**config.mk**
```make
export PLATFORM = sky130hd
export DESIGN_NAME = ssc_sequencer
export DESIGN_NICKNAME = d
export VERILOG_FILES = /design/src/hdl/ssc_pkg.sv /design/src/hdl/ssc_sequencer.sv
export SDC_FILE = /design/constraint.sdc
export NUM_CORES = 1
export LEC_CHECK = 0
export BUFFER_PORTS_ARGS = -buffer_cell sky130_fd_sc_hd__buf_2
export CORE_ASPECT_RATIO = 1.25
export CORE_MARGIN = 10
export CORE_UTILIZATION = 35
export CTS_CLUSTER_DIAMETER = 50
export DETAILED_ROUTE_END_ITERATION = 12
export PLACE_DENSITY = 0.49
export SETUP_SLACK_MARGIN = 0.1
export SYNTH_ARGS = -nofsm -noshare
export SYNTH_HDL_FRONTEND = slang
export SYNTH_SLANG_ARGS = --single-unit
```
**constraint.sdc**
```tcl
create_clock -name clk -period 33.5 [get_ports clk]
set_input_delay 6.7 -clock clk [delete_from_list [all_inputs] [get_ports clk]]
set_output_delay 6.7 -clock clk [all_outputs]
set_load 0.01 [all_outputs]
```
**src/hdl/ssc_pkg.sv**
```systemverilog
// Constants and carrier types for the slot sequencer configuration core
package ssc_pkg;

    // Register map: byte offsets on the configuration port
    localparam logic [7:0] SSC_SW_ENABLE_OFS = 8'h4D;
    localparam logic [7:0] SSC_TIMEOUT_PD_OFS = 8'h4E;
    localparam logic [7:0] SSC_RETRY_OFS = 8'h4F;
    localparam logic [7:0] SSC_DLY_A_OFS = 8'h50;
    localparam logic [7:0] SSC_DLY_B_OFS = 8'h51;
    localparam logic [7:0] SSC_DLY_C_OFS = 8'h52;
    localparam logic [7:0] SSC_DLY_D_OFS = 8'h53;
    localparam logic [7:0] SSC_DLY_REV_OFS = 8'h54;
    localparam logic [7:0] SSC_MON_SLOT_OFS = 8'h56;
    localparam logic [7:0] SSC_OUT_SLOT_OFS = 8'h5E;
    localparam logic [7:0] SSC_REG_FIRST = 8'h4D;
    localparam logic [7:0] SSC_REG_LAST = 8'h63;
    localparam logic [7:0] SSC_REG_RST = 8'h00;

    // Field positions
    localparam int SSC_PU_TO_LSB = 0;
    localparam int SSC_PD_TO_LSB = 2;
    localparam int SSC_PULLDOWN_LSB = 4;
    localparam int SSC_RETRY_LSB = 0;
    localparam int SSC_LATCH_BIT = 3;
    localparam int SSC_SLEW_LSB = 4;
    localparam int SSC_DEGLITCH_LSB = 6;
    localparam int SSC_REVERSE_BIT = 4;
    localparam int SSC_SW_DIS_BIT = 0;

    // Slot codes
    localparam logic [3:0] SSC_SLOT_CODE_MAX = 4'hC;
    localparam logic [3:0] SSC_LAST_OUT_SLOT = 4'hB;
    localparam logic [3:0] SSC_LAST_MON_SLOT = 4'hC;

    // Timing: 20 MHz clock, all delays counted in 20 us ticks
    localparam int SSC_CLK_NS = 50;
    localparam int SSC_TICK_US = 20;
    localparam int SSC_TICK_CYCLES = (SSC_TICK_US * 1000) / SSC_CLK_NS;
    localparam int SSC_DLY_US [8] = '{20, 12500, 25000, 50000, 100000,
                                      200000, 400000, 1600000};
    localparam int SSC_FT_US [4] = '{25000, 50000, 100000, 200000};
    localparam int SSC_DEGLITCH_CNT [4] = '{2, 4, 8, 16};
    localparam int SSC_TIMER_W = 17;

    typedef struct packed {
        logic wr;
        logic rd;
        logic [7:0] addr;
        logic [7:0] wdata;
    } ssc_req_type;

endpackage : ssc_pkg

```
**src/hdl/ssc_sequencer.sv**
```systemverilog
// Slot sequencer: configuration registers, slot decode and timing core
module ssc_sequencer
    import ssc_pkg::*;
(
    input wire logic clk,
    input wire logic rst,
    input wire ssc_req_type reg_req,
    output logic [7:0] reg_rdata,
    input wire logic en_pin,
    input wire logic [11:0] rail_monitor_good,
    input wire logic conv_done,
    output logic [11:0] en_out,
    output logic reset_out_n,
    output logic [3:0] tracking_sense_pulldown,
    output logic [1:0] slew_sel,
    output logic fault_active,
    output logic power_on
);

    typedef enum logic [3:0] {
        ST_IDLE, ST_UP_CHECK, ST_UP_DELAY, ST_ON,
        ST_DN_STEP, ST_DN_CHECK, ST_DN_WAIT, ST_FAULT, ST_RETRY, ST_LATCHED
    } ssc_state_type;

    // Register file
    logic [7:0] regs_reg [SSC_REG_FIRST:SSC_REG_LAST];
    logic [7:0] regs_next [SSC_REG_FIRST:SSC_REG_LAST];
    logic [7:0] rdata_reg, rdata_next;

    function automatic logic [7:0] wr_mask(input logic [7:0] a);
        // 54h top bits unused, 5Ch/5Dh absent
        if (a == SSC_DLY_REV_OFS) return 8'h1F;
        if (a == 8'h5C || a == 8'h5D) return 8'h00;
        return 8'hFF;
    endfunction : wr_mask

    always_comb begin
        regs_next = regs_reg;
        rdata_next = rdata_reg;
        if (reg_req.wr && reg_req.addr >= SSC_REG_FIRST &&
            reg_req.addr <= SSC_REG_LAST) begin
            regs_next[reg_req.addr] = reg_req.wdata & wr_mask(reg_req.addr);
        end
        if (reg_req.rd) begin
            if (reg_req.addr >= SSC_REG_FIRST && reg_req.addr <= SSC_REG_LAST)
            begin
                rdata_next = regs_reg[reg_req.addr];
            end else begin
                rdata_next = 8'h00;
            end
        end
    end

    always_ff @(posedge clk or posedge rst) begin
        if (rst) begin
            for (int i = SSC_REG_FIRST; i <= SSC_REG_LAST; i++) begin
                regs_reg[i] <= SSC_REG_RST;
            end
            rdata_reg <= SSC_REG_RST;
        end else begin
            regs_reg <= regs_next;
            rdata_reg <= rdata_next;
        end
    end

    assign reg_rdata = rdata_reg;

    logic [7:0] cfg_to, cfg_rt, cfg_rev;
    assign cfg_to = regs_reg[SSC_TIMEOUT_PD_OFS];
    assign cfg_rt = regs_reg[SSC_RETRY_OFS];
    assign cfg_rev = regs_reg[SSC_DLY_REV_OFS];
    assign tracking_sense_pulldown = cfg_to[SSC_PULLDOWN_LSB +: 4];
    assign slew_sel = cfg_rt[SSC_SLEW_LSB +: 2];

    // Slot delay code per slot, split fields joined here
    function automatic logic [2:0] slot_code(input logic [3:0] s);
        logic [7:0] a, b, c, d, e;
        a = regs_reg[SSC_DLY_A_OFS];
        b = regs_reg[SSC_DLY_B_OFS];
        c = regs_reg[SSC_DLY_C_OFS];
        d = regs_reg[SSC_DLY_D_OFS];
        e = regs_reg[SSC_DLY_REV_OFS];
        unique case (s)
            4'h0: return a[2:0];
            4'h1: return a[5:3];
            4'h2: return {b[0], a[7:6]};
            4'h3: return b[3:1];
            4'h4: return b[6:4];
            4'h5: return {c[1:0], b[7]};
            4'h6: return c[4:2];
            4'h7: return c[7:5];
            4'h8: return d[2:0];
            4'h9: return d[5:3];
            4'hA: return {e[0], d[7:6]};
            4'hB: return e[3:1];
            default: return 3'h0; // Slot 12 always uses delay code 0, not a register field
        endcase
    endfunction : slot_code

    function automatic logic [SSC_TIMER_W-1:0] dly_ticks(input logic [2:0] c);
        return SSC_TIMER_W'(SSC_DLY_US[c] / SSC_TICK_US);
    endfunction : dly_ticks

    function automatic logic [SSC_TIMER_W-1:0] to_ticks(input logic [1:0] c);
        return SSC_TIMER_W'(SSC_FT_US[c] / SSC_TICK_US);
    endfunction : to_ticks

    // Slot decode into per-slot masks
    logic [11:0] out_mask [0:11];
    logic [11:0] mon_mask [0:12];
    logic [11:0] mon_assigned;
    logic [3:0] fld;

    always_comb begin
        for (int s = 0; s < 12; s++) out_mask[s] = 12'h000;
        for (int s = 0; s < 13; s++) mon_mask[s] = 12'h000;
        mon_assigned = 12'h000;
        fld = 4'h0;
        for (int i = 0; i < 12; i++) begin
            fld = regs_reg[SSC_MON_SLOT_OFS + 8'(i / 2)][(i % 2) * 4 +: 4];
            if (fld != 4'h0 && fld <= SSC_SLOT_CODE_MAX) begin
                mon_mask[fld][i] = 1'b1;
                mon_assigned[i] = 1'b1;
            end
            fld = regs_reg[SSC_OUT_SLOT_OFS + 8'(i / 2)][(i % 2) * 4 +: 4];
            if (fld != 4'h0 && fld <= SSC_SLOT_CODE_MAX) begin
                out_mask[fld - 4'h1][i] = 1'b1;
            end
        end
    end

    // Enable pin synchroniser; level changes once stages two and three agree
    logic en_s1_reg, en_s2_reg, en_s3_reg, en_lvl_reg;
    always_ff @(posedge clk or posedge rst) begin
        if (rst) begin
            en_s1_reg <= 1'b0;
            en_s2_reg <= 1'b0;
            en_s3_reg <= 1'b0;
            en_lvl_reg <= 1'b0;
        end else begin
            en_s1_reg <= en_pin;
            en_s2_reg <= en_s1_reg;
            en_s3_reg <= en_s2_reg;
            if (en_s2_reg == en_s3_reg) en_lvl_reg <= en_s3_reg;
        end
    end

    logic stop_req;
    assign stop_req = !en_lvl_reg ||
                      regs_reg[SSC_SW_ENABLE_OFS][SSC_SW_DIS_BIT];

    // 20 us tick divider
    logic [8:0] pre_reg, pre_next;
    logic tick;
    assign tick = (pre_reg == 9'(SSC_TICK_CYCLES - 1));
    assign pre_next = tick ? 9'h000 : pre_reg + 9'h001;

    // Sequencer state
    ssc_state_type state_reg, state_next;
    logic [3:0] slot_reg, slot_next;
    logic [SSC_TIMER_W-1:0] timer_reg, timer_next;
    logic [11:0] en_out_reg, en_out_next;
    logic [4:0] glitch_reg, glitch_next;
    logic slot_good, slot_fallen, timer_done, glitch_fault;

    assign slot_good = (rail_monitor_good & mon_mask[slot_reg]) ==
                       mon_mask[slot_reg];
    assign slot_fallen = (rail_monitor_good & mon_mask[slot_reg + 4'h1]) ==
                         12'h000;
    assign timer_done = (timer_reg == '0);
    assign glitch_fault = (glitch_reg ==
        5'(SSC_DEGLITCH_CNT[cfg_rt[SSC_DEGLITCH_LSB +: 2]]));

    always_comb begin
        state_next = state_reg;
        slot_next = slot_reg;
        en_out_next = en_out_reg;
        glitch_next = glitch_reg;
        timer_next = (tick && !timer_done) ? timer_reg - 1'b1 : timer_reg;
        // Failing rail must persist over consecutive conversions
        if (state_reg != ST_ON) begin
            glitch_next = 5'h00;
        end else if (conv_done && !glitch_fault) begin
            if ((mon_assigned & ~rail_monitor_good) != 12'h000) begin
                glitch_next = glitch_reg + 5'h01;
            end else begin
                glitch_next = 5'h00;
            end
        end
        unique case (state_reg)
            ST_IDLE: begin
                if (!stop_req) begin
                    slot_next = 4'h0;
                    en_out_next = out_mask[0];
                    timer_next = dly_ticks(slot_code(4'h0));
                    state_next = ST_UP_DELAY;
                end
            end
            ST_UP_CHECK, ST_UP_DELAY, ST_ON: begin
                if (stop_req) begin
                    if (cfg_rev[SSC_REVERSE_BIT]) begin
                        slot_next = SSC_LAST_OUT_SLOT;
                        state_next = ST_DN_STEP;
                    end else begin
                        en_out_next = 12'h000;
                        state_next = ST_IDLE;
                    end
                end else if (state_reg == ST_UP_CHECK) begin
                    if (slot_good) begin
                        timer_next = dly_ticks(slot_code(slot_reg));
                        state_next = ST_UP_DELAY;
                    end else if (timer_done) begin
                        state_next = ST_FAULT;
                    end
                end else if (state_reg == ST_UP_DELAY) begin
                    if (timer_done) begin
                        if (slot_reg == SSC_LAST_MON_SLOT) begin
                            state_next = ST_ON;
                        end else begin
                            if (slot_reg != 4'h0) begin
                                en_out_next = en_out_reg | out_mask[slot_reg];
                            end
                            slot_next = slot_reg + 4'h1;
                            timer_next = to_ticks(cfg_to[SSC_PU_TO_LSB +: 2]);
                            state_next = ST_UP_CHECK;
                        end
                    end
                end else if (glitch_fault) begin
                    state_next = ST_FAULT;
                end
            end
            ST_DN_STEP: begin
                en_out_next = en_out_reg & ~out_mask[slot_reg];
                timer_next = to_ticks(cfg_to[SSC_PD_TO_LSB +: 2]);
                state_next = ST_DN_CHECK;
            end
            ST_DN_CHECK: begin
                // Rails fed by this slot are watched one slot later
                if (slot_fallen) begin
                    timer_next = dly_ticks(slot_code(slot_reg));
                    state_next = ST_DN_WAIT;
                end else if (timer_done) begin
                    state_next = ST_FAULT;
                end
            end
            ST_DN_WAIT: begin
                if (timer_done) begin
                    if (slot_reg == 4'h0) begin
                        state_next = ST_IDLE;
                    end else begin
                        slot_next = slot_reg - 4'h1;
                        state_next = ST_DN_STEP;
                    end
                end
            end
            ST_FAULT: begin
                en_out_next = 12'h000;
                if (cfg_rt[SSC_LATCH_BIT]) begin
                    state_next = ST_LATCHED;
                end else begin
                    timer_next = dly_ticks(cfg_rt[SSC_RETRY_LSB +: 3]);
                    state_next = ST_RETRY;
                end
            end
            ST_RETRY: begin
                if (timer_done) state_next = ST_IDLE;
            end
            ST_LATCHED: begin
                // Held off until the system asks for power-down
                if (stop_req) state_next = ST_IDLE;
            end
            default: state_next = ST_IDLE;
        endcase
    end

    always_ff @(posedge clk or posedge rst) begin
        if (rst) begin
            state_reg <= ST_IDLE;
            slot_reg <= 4'h0;
            timer_reg <= '0;
            en_out_reg <= 12'h000;
            glitch_reg <= 5'h00;
            pre_reg <= 9'h000;
        end else begin
            state_reg <= state_next;
            slot_reg <= slot_next;
            timer_reg <= timer_next;
            en_out_reg <= en_out_next;
            glitch_reg <= glitch_next;
            pre_reg <= pre_next;
        end
    end

    assign en_out = en_out_reg;
    assign power_on = (state_reg == ST_ON);
    assign reset_out_n = (state_reg == ST_ON);
    assign fault_active = (state_reg == ST_FAULT) || (state_reg == ST_RETRY)
                          || (state_reg == ST_LATCHED);

    chk_reset_on_only: assert property (@(posedge clk) disable iff (rst)
        (state_reg == ST_ON && stop_req) |=> !reset_out_n)
        else $error("reset output not asserted at power-down start");
    chk_pulldown_write: assert property (@(posedge clk) disable iff (rst)
        (reg_req.wr && reg_req.addr == SSC_TIMEOUT_PD_OFS) |=>
        tracking_sense_pulldown == $past(reg_req.wdata[7:4]))
        else $error("pulldown enables do not follow register");
    chk_slot0_first: assert property (@(posedge clk) disable iff (rst)
        (state_reg == ST_IDLE && !stop_req) |=>
        (en_out == $past(out_mask[0]) && state_reg == ST_UP_DELAY))
        else $error("slot 0 outputs not asserted first");
    chk_pu_timeout: assert property (@(posedge clk) disable iff (rst)
        (state_reg == ST_UP_CHECK && timer_done && !slot_good && !stop_req)
        |=> state_reg == ST_FAULT)
        else $error("power-up timeout did not raise fault");
    chk_fault_latch: assert property (@(posedge clk) disable iff (rst)
        (state_reg == ST_FAULT && cfg_rt[SSC_LATCH_BIT]) |=>
        (state_reg == ST_LATCHED && en_out == 12'h000)[*2])
        else $error("latch-off did not hold outputs low");
    chk_retry_load: assert property (@(posedge clk) disable iff (rst)
        (state_reg == ST_FAULT && !cfg_rt[SSC_LATCH_BIT]) |=>
        (state_reg == ST_RETRY && timer_reg ==
         dly_ticks($past(cfg_rt[2:0]))))
        else $error("autoretry wait not loaded");
    chk_reverse_start: assert property (@(posedge clk) disable iff (rst)
        (state_reg == ST_ON && stop_req && cfg_rev[SSC_REVERSE_BIT]) |=>
        (state_reg == ST_DN_STEP && slot_reg == SSC_LAST_OUT_SLOT))
        else $error("reverse power-down not from slot 11");
    chk_simul_off: assert property (@(posedge clk) disable iff (rst)
        (state_reg == ST_ON && stop_req && !cfg_rev[SSC_REVERSE_BIT]) |=>
        (en_out == 12'h000 && state_reg == ST_IDLE))
        else $error("simultaneous power-down left outputs on");
    chk_pu_timer_load: assert property (@(posedge clk) disable iff (rst)
        (state_reg == ST_UP_DELAY && timer_done && !stop_req &&
         slot_reg != SSC_LAST_MON_SLOT) |=>
        timer_reg == to_ticks($past(cfg_to[1:0])))
        else $error("power-up timeout not loaded");
    chk_deglitch_fault: assert property (@(posedge clk) disable iff (rst)
        (state_reg == ST_ON && !stop_req && glitch_fault) |=>
        state_reg == ST_FAULT ##1 en_out == 12'h000)
        else $error("persistent rail failure not acted on");

endmodule : ssc_sequencer

```
# Yosys cells after proc, flatten, opt, wreduce, memory -nomap -nowiden

Memory sizes are Yosys's and may differ from the RTL's.
Cells that the tools add are included.

Memories: 4
Logic and storage cells: 538
Output and inout bits: 29
Input port bits: 34
Memory bits (read-only): 1,024
Register bits: 247

Memories:

| memory           | depth | width | read ports | clocked after Yosys merged registers in | write ports | RTL line             | RTL |
|---|---|---|---|---|---|---|---|
| (name not given) | 8     | 32    | 1          | 0                                       | 0           | ssc_sequencer.sv:101 | `return SSC_TIMER_W'(SSC_DLY_US[c] / SSC_TICK_US);` |
| (name not given) | 8     | 32    | 1          | 0                                       | 0           | ssc_sequencer.sv:101 |  |
| (name not given) | 8     | 32    | 1          | 0                                       | 0           | ssc_sequencer.sv:101 |  |
| (name not given) | 8     | 32    | 1          | 0                                       | 0           | ssc_sequencer.sv:101 |  |

Bitwise operators: 64
Equal/unequal tests: 43
Mux-type cells: 187
Add/sub/neg operators: 17
Div/mod/pow operators: 6
Reduce and logical (&&, ||, !) cells: 98
Magnitude comparators: 85

Operators with widths:

| operator                                                                      | number |
|---|---|
| 156-bit two-way mux                                                           | 12 |
| 144-bit two-way mux                                                           | 12 |
| 156-bit bitwise OR                                                            | 11 |
| 144-bit bitwise OR                                                            | 11 |
| 12-bit demux with 4-bit select                                                | 24 |
| 32-bit two-way mux                                                            | 12 |
| 32-bit binary-select mux with 2-bit select                                    | 3 |
| 32-bit by 6-bit divider with 32-bit output (second input constant)            | 6 |
| 12-bit two-way mux                                                            | 16 |
| 184-bit bitwise mux                                                           | 1 |
| 17-bit two-way mux                                                            | 10 |
| 12-bit binary-select mux with 4-bit select                                    | 3 |
| 5-bit greater-or-equal comparator (second input constant)                     | 26 |
| 4-bit inverter with 5-bit output                                              | 26 |
| 5-bit by 1-bit less-than comparator with 1-bit output (second input constant) | 24 |
| 4-bit nonzero test                                                            | 26 |
| 4-bit <= comparator (second input constant)                                   | 24 |
| 4-bit two-way mux                                                             | 23 |
| 8-bit two-way mux                                                             | 11 |
| 17-bit one-hot mux with 5 select lines                                        | 1 |
| 8-bit binary-select mux with 7-bit select                                     | 1 |
| 8-bit demux with 7-bit select                                                 | 1 |
| 1-bit logical AND                                                             | 54 |
| 4-bit by 1-bit subtractor with 4-bit output (second input constant)           | 13 |
| other kinds (55)                                                              | 149 |

# Depth between registers and ports, before layout

Gate-level depths: netlist of the first run.

Word-level depth: 46
Mapped depth: 53
Mapped depth without buffers: 39

# Worst setup path before layout of the first run

No wires, ideal clock.

Path kind: flip-flop to flip-flop
From: register slot_reg[0]
To: register timer_reg[0]
Required time: 33,364 ps
Slack: 22,053 ps
Library setup time: 136 ps
Cell stages (with the launch flop): 53
Arrival: 11,311 ps
Clock period less this slack: 11,447 ps
Path buffers: 14
Cell sequence: dfrtp_1 > clkbuf_1 > clkinv_1 > clkbuf_1 > clkbuf_1 > buf_1 > clkbuf_1 > ha_1 > a22o_1 > a222oi_1 > and3_1 > buf_4 > inv_2 > buf_2 > buf_1 > buf_1 > ha_1 > clkbuf_1 > [17 not listed] > a211oi_4 > or2_2 > clkbuf_1 > mux2_2 > a21oi_1 > nor3_1 > and3_1 > buf_2 > nand2_1 > xnor2_1 > ha_1 > a22oi_1 > o31ai_1 > mux2_2 > nand3_1 > nand4b_1 > o221ai_1 > o211ai_1

Longest elaborated chain between the ends: 15
Elaborated cells on any way between the ends: 51
Those cells by class: add/sub (1); div (2); eq/ne (13); mux (25); bitwise (6); reduce/logical (2); memory (2)

RTL lines:

| what                                                   | RTL line             | RTL |
|---|---|---|
| start, declared                                        | ssc_sequencer.sv:160 | `logic [3:0] slot_reg, slot_next;` |
| start signal, assigned                                 | ssc_sequencer.sv:286 | `slot_reg <= slot_next;` |
| 4-bit equality test, or another cell as far along      | ssc_sequencer.sv:83  | `unique case (s)` |
| 3-bit one-hot mux with 12 select lines                 | ssc_sequencer.sv:83  |  |
| 3-bit two-way mux                                      | ssc_sequencer.sv:209 | `if (slot_good) begin` |
| 3-bit two-way mux                                      | ssc_sequencer.sv:208 | `end else if (state_reg == ST_UP_CHECK) begin` |
| 3-bit two-way mux                                      | ssc_sequencer.sv:200 | `if (stop_req) begin` |
| 3-bit two-way mux                                      | ssc_sequencer.sv:190 | `unique case (state_reg)` |
| 3-bit inverter with 4-bit output (implied by the code) | ssc_sequencer.sv:101 |  |
| memory read 8 x 32 bit                                 | --                   |  |
| 32-bit two-way mux (implied by the code) (2 in series) | ssc_sequencer.sv:101 |  |
| 32-bit by 6-bit divider with 32-bit output             | ssc_sequencer.sv:101 |  |
| 17-bit two-way mux                                     | ssc_sequencer.sv:209 |  |
| 17-bit two-way mux                                     | ssc_sequencer.sv:208 |  |
| 17-bit two-way mux                                     | ssc_sequencer.sv:200 |  |
| 17-bit one-hot mux with 5 select lines *               | ssc_sequencer.sv:190 |  |
| via timer_next[0]                                      | ssc_sequencer.sv:161 | `logic [SSC_TIMER_W-1:0] timer_reg, timer_next;` |
| end signal, assigned                                   | ssc_sequencer.sv:287 | `timer_reg <= timer_next;` |
| end, declared                                          | ssc_sequencer.sv:161 |  |

Mark *: on every way through the listed nets, which the timed path passes. The rest lies on a longest branch. The select of a mux whose other input is x is not followed.
A chain may end at the register's enable or synchronous reset.

# Worst setup path in the final report of the first run

Ends and elaborated chain as after synthesis.

==> run_results.csv, run 1 <==
group,metric,value,unit
drt,firstDrtPassIters,6,
critical_path,crit_slowest_cell,"dfrtp_2",
grt,antenna_found_initial,0,
hold_path,worstHoldStart,"en_s1_reg",
critical_path,end_kind,"flip-flop",
place,dp_slack,20790,ps
finish,final_cell_mix,"367 x nand2_1, 363 x nor2_1, 246 x o21ai_0",
cts,htreeDepth,2,
critical_path,crit_arrival,13380,ps
synth,synth_top_area_cell,"dfrtp_1",
sta,setup_tns,0,ps
power_and_ir_drop,seqPwrFrac,0.208,
power_and_ir_drop,p_sw,856,µW
cts,cts_tree,"yes",
floorplan,ios,63,
finish,nets,3379,
critical_path,rr_endpoint,"timer_reg[0]",
cts,cts_resized,0,
power_and_ir_drop,p_comb_frac,0.577,
status,outcome,"completed",
place,hpwl,78700,µm
synth,synth_cell_types,120,
critical_path,timing.rr.start,"slot_reg[0]",
grt,track_usage,0.236,
cts,cts_buffers,34,
critical_path,reg2reg_depth,41,
floorplan,fp.dieArea,86200,µm²
drt,vias_per_cell,6.40,
critical_path,cp-start-kind,"flip-flop",
floorplan,die_w,265,µm
synth,syn_inst,3400,
grt,grt_pass1_wl,162000,µm
synth,synth_area_leaders,"dfrtp_1 24%, nand2_1 5.3%, nor2_1 5.2%, o21ai_0 4.7%, mux2_2 4.7%",
sta,skew,28.3,ps
hold_path,hp-class,"flip-flop to flip-flop",
power_and_ir_drop,switching_share,0.497,
finish,drive_above_1_share,0.120,
cts,clockBufferDepth,3,
sta,timing.final.crit_period,12960,ps
power_and_ir_drop,total_power,1720,µW
sta,final.setup.worst_slack,20540,ps
synth,ys_ff_latch,247,
synth,synth_flop_cell,"dfrtp_1",
job,cap_violations,0,
finish,largest_reg_flops,156,
cts,holdBufCountCts,0,
hold_path,whs_path_depth,0,
cts,clk_pin_slew_worst_paths,60,ps
power_and_ir_drop,irDropWorstVdd,0.0435,mV
finish,final_common_cell,"nand2_1",
synth,ys.warnings.count,0,
floorplan,fp.coreArea,74400,µm²
sta,worstMarginPinSlew,1150,ps
critical_path,cp_slowest_stage_delay,830,ps
synth,synthesis.area,26200,µm²
sta,setup_viol,0,
drt,vias,27400,
critical_path,path_class,"flip-flop to flip-flop",
hold_path,hold_end,"en_s2_reg",
sta,finalHoldViolCount,0,
drt,drc,0,
grt,overflow,0,
power_and_ir_drop,p_leak,0.0111,µW
sta,rsz0062_at_grt,"false",
power_and_ir_drop,powerDensity,61.0,nW/µm²
synth,synth.avg_cell_area,7.70,µm²
sta,fmax,77.2,MHz
synth,synth_edf_count,0,
synth,syn_nets,3490,
finish,syn_to_final_growth,7.84,%
critical_path,crit_fanout,40,
power_and_ir_drop,pwr-share-clk,0.215,
drt,drtAntennaViolNets,0,
finish,n_antenna_cell,0,
cts,insertion_delay,580,ps
place,io_buffers,62,
cts,cts.sinks,247,
drt,wirelength,106000,µm
drt,drt_iter0_drc,2614,
critical_path,reg2reg_slack,20540,ps
grt,grt_max_degree,75,
floorplan,placementRows,112,
grt,grt_pass1_vias,26300,
sta,slew_violations,0,
critical_path,required,33920,ps
floorplan,initial_utilization,0.352,
drt,wl_per_cell,24.7,µm
sta,slew_headroom,0.233,
cts,cts_setup_buffers,0,
synth,synth_seq_area_share,0.236,
sta,layout_worst_path_cycle_share,0.387,
cts,cts_root_buffer,"clkbuf_16",
critical_path,path_common_cell,"nand2_1",
synth,ys_async_sr_fraction,1.00,
power_and_ir_drop,internal_power,865,µW
floorplan,die_y,326,µm
place,gp_congestion,0.923,
synth,netlist.area_leader.share,0.236,
[cell type report]
class / instances / area, µm²
clock buffer: 41 / 907
clock inverter: 19 / 218
fill: 7659 / 46200
inverter: 74 / 290
multi-input combinational: 2823 / 18700
sequential: 247 / 6190
tap: 969 / 1210
timing repair buffer: 109 / 663
[cell families after synthesis]
kind of cell             count (synthesis)  synth area share
buffers and inverters                  330            0.0506
adder cells (fa/ha/maj)                 58            0.0275
flip-flops                             247             0.236
AND/OR/NAND/NOR                       1343             0.250
multiplexers                           196            0.0998
XOR/XNOR                               141            0.0478
AO/OA/AOI/OAI                         1085             0.288
[how the worst max path moves through the flow]
stage | from | endpoint | slack, ps
2_1_floorplan | rst | cfg_rev[0] | 20010
3_3_place_gp | slot_reg[0] | timer_reg[0] | 21030
3_5_place_dp | slot_reg[0] | timer_reg[0] | 20790
4_1_cts | slot_reg[0] | timer_reg[0] | 20790
5_1_grt | slot_reg[0] | timer_reg[0] | 19500
6_report | slot_reg[0] | timer_reg[0] | 20540
[critical path: cells and delay by family, from the launching register on]
kind                       cells  cell delay, ps
DFF                            1             830
xor gates and xnor gates       2             340
muxes                          2             690
and+or+nand+nor               10            2060
adders and majority gates      3            1140
AOI/OAI and AO/OA             19            6190
buffers and inverters          5            1480
[synth_stat cells, drive strengths merged, types with 30 or more instances]
cell type  count
nand2        368
a22oi         30
mux2i         45
a31oi         65
ha            56
mux4          41
dfrtp        247
nand2b        62
nor4          42
and2          45
mux2         110
nand3        112
o221ai        30
o22ai         41
clkbuf       193
nor2         365
nor3         117
xor2          63
o211ai        49
a21oi        203
inv           71
buf           63
nor2b         47
o21ai        256
a211oi        54
xnor2         78
[per-layer routing]
metal	part of all wire	GRT usage	vias up
met5	0	0	-
met4	0.052	0.116	0
met3	0.047	0.0253	244
met2	0.51	0.426	1083
li1	-	-	12600
met1	0.39	0.272	13500
[per-stage QoR]
step,std cells,hold slack (ps),instance area [µm²],util
final,4282,357,28200,0.379
after global routing,4282,371,28200,0.379
after CTS,4282,361,28200,0.379
after detailed placement,4222,346,27100,0.364
after global placement,4222,348,27100,0.364
after floorplan,3400,331,26200,-
[power by group through the flow]
| stage | logic, µW | clock network (µW) | registers (µW) |
|---|---|---|---|
| floorplan | 718 | 0 | 330 |
| global placement | 966 | 0 | 362 |
| detailed placement | 971 | 0 | 363 |
| CTS | 975 | 377 | 358 |
| global route | 1070 | 391 | 362 |
| finish | 993 | 370 | 359 |
(Power assumes the default switching activity.)
==> run 2: changes to the inputs <==
--- a/config.mk
+++ b/config.mk
@@ -11,7 +11,7 @@
 export CORE_UTILIZATION = 35
 export CTS_CLUSTER_DIAMETER = 50
 export DETAILED_ROUTE_END_ITERATION = 12
-export PLACE_DENSITY = 0.49
+export PLACE_DENSITY = 0.5
 export SETUP_SLACK_MARGIN = 0.1
 export SYNTH_ARGS = -nofsm -noshare
 export SYNTH_HDL_FRONTEND = slang
==> constraint.sdc (replaced) <==
create_clock -name clk -period 10.9 [get_ports clk]
set_input_delay 2.18 -clock clk [delete_from_list [all_inputs] [get_ports clk]]
set_output_delay 2.18 -clock clk [all_outputs]
set_load 0.01 [all_outputs]
==> run 2 against run 1 <==
Sequential power increased to 3.0 times the previous value. Routed wire length decreased by 2.5%. Core utilization increased by 0.82 points. Clock skew decreased by 4.2 ps. Global-route usage decreased by 0.67 points. Critical path type unchanged. Largest cell class unchanged.
==> run_results.csv, run 2 (synthesis results as in run 1) <==
group,metric,value,unit
critical_path,path_class,"flip-flop to flip-flop",
cts,clk_pin_slew_worst_paths,50,ps
power_and_ir_drop,irDropWorstVdd,0.145,mV
critical_path,cp-endpoint,"timer_reg[1]",
drt,wl_per_cell,23.8,µm
critical_path,reg2reg_depth,35,
critical_path,end_kind,"flip-flop",
finish,n_antenna_cell,0,
drt,wl_met1,42300,µm
drt,wl_met2,51700,µm
cts,insertion_delay,550,ps
critical_path,crit_slowest_cell,"or4_1",
finish,largest_reg_flops,156,
drt,drt_iter0_drc,2329,
finish,nets,3439,
grt,grt_max_degree,121,
drt,wirelength,103000,µm
sta,rsz0062_at_grt,"true",
drt,firstDrtPassIters,6,
place,hpwl,76400,µm
critical_path,crit_fanout,10,
hold_path,hp-class,"flip-flop to flip-flop",
finish,multi_input_area,18900,µm²
finish,syn_to_final_growth,10.2,%
critical_path,reg2reg_slack,660,ps
floorplan,ios,63,
sta,layout_worst_path_cycle_share,0.940,
finish,drive_above_1_share,0.143,
grt,overflow,0,
job,cap_violations,0,
finish,final_common_cell,"nand2_1",
sta,slew_headroom,0.149,
place,io_buffers,62,
sta,setup_tns,0,ps
drt,vias_per_cell,6.23,
power_and_ir_drop,powerDensity,187,nW/µm²
sta,timing.final.crit_period,10240,ps
grt,grt_pass1_wl,158000,µm
floorplan,fp.dieArea,86200,µm²
critical_path,crit_arrival,10670,ps
sta,worstMarginPinSlew,1270,ps
floorplan,die_y,326,µm
status,outcome,"completed",
cts,cts_buffers,35,
critical_path,cp_slowest_stage_delay,670,ps
grt,track_usage,0.229,
cts,cts.sinks,247,
power_and_ir_drop,p_leak,0.0114,µW
sta,setup_viol,0,
cts,htreeDepth,2,
drt,dr_wl_met3,4020,µm
grt,grt_pass1_vias,26100,
finish,register_area,6190,µm²
critical_path,critPathLaunch,"cfg_rt[1]",
place,dp_cells,4274,
drt,highest_layer,"met4",
finish,post-route-util,0.387,
cts,clockBufferDepth,3,
cts,cts_tree,"yes",
finish,fin_cells,4343,
power_and_ir_drop,total_power,5380,µW
critical_path,timing.rr.start,"cfg_rt[1]",
place,gp_congestion,0.909,
cts,cts_root_buffer,"clkbuf_16",
drt,drtAntennaViolNets,0,
critical_path,rr_endpoint,"timer_reg[1]",
sta,fmax,97.6,MHz
critical_path,cp-start-kind,"flip-flop",
cts,holdBufCountCts,0,
critical_path,required,11330,ps
drt,drc,0,
finish,final_cell_mix,"367 x nand2_1, 363 x nor2_1, 245 x o21ai_0",
grt,antenna_found_initial,0,
sta,finalHoldViolCount,0,
floorplan,die_w,265,µm
sta,skew,24.1,ps
floorplan,placementRows,112,
drt,vias,27000,
floorplan,fp.coreArea,74400,µm²
finish,fillers,7713,
sta,slew_violations,0,
floorplan,initial_utilization,0.352,
[run 2: changes by cell type in the layout (fill, tap and decap cells not counted), sizes merged]
cell      previous run  this run
clkinv              12         8
clkbuf              41        45
buf                109       168
clkinvlp             1         5
inv                 78        77
bufinv               2         1
[run 2: power breakdown]
part | internal, µW | switching, µW
clock | 667 | 469
sequential | 969 | 110
combinational | 1130 | 2030
[run 2: worst min path at each step]
stage / start / to / slack, ps / cells after the start
after floorplan: en_s1_reg / en_s2_reg / 330 / 0
after global placement: en_s1_reg / en_s2_reg / 350 / 0
after detailed placement: en_s1_reg / en_s2_reg / 350 / 0
after CTS: en_s1_reg / en_s2_reg / 360 / 0
after global routing: en_s1_reg / en_s2_reg / 380 / 0
final: en_s1_reg / en_s2_reg / 360 / 0
[run 2: area by class of cell]
class                   instances  share of cell area
repair buffers                168              0.0384
inverters                      74              0.0101
flip-flops and latches        247               0.215
clock inverters                17             0.00551
multi-input cells            2823               0.655
clock buffers                  45              0.0338
well taps                     969              0.0420
[run 2: metrics by stage]
step,instance area (µm²),hold slack [ps],setup WS (ps)
after global routing,28800,377,23.9
after global placement,27500,345,157
after floorplan,26200,331,128
after detailed placement,27500,345,121
after CTS,28600,357,105
final,28800,358,656
[run 2: layer usage]
metal  GRT usage  vias up
met1       0.275    13200
met2       0.407      882
li1            -    12700
met4       0.107        0
met5           0        -
met3      0.0185      248
[run 2: repair_timing]
item | in CTS | in global routing
endpoints found under the hold margin | 0 | 0
gates resized for setup | 0 | 31
buffers inserted | 0 | 7
setup endpoints to repair | 0 | 4
[run 2: worst max-delay path: cells and delay by family, from the launching register on]
family / cells / cell delay, ps
compound gates: 18 / 4150
simple gates: 9 / 2980
fa+ha+maj: 3 / 1090
mux: 2 / 710
xor+xnor: 1 / 430
buf+inv: 2 / 420
flops: 1 / 350
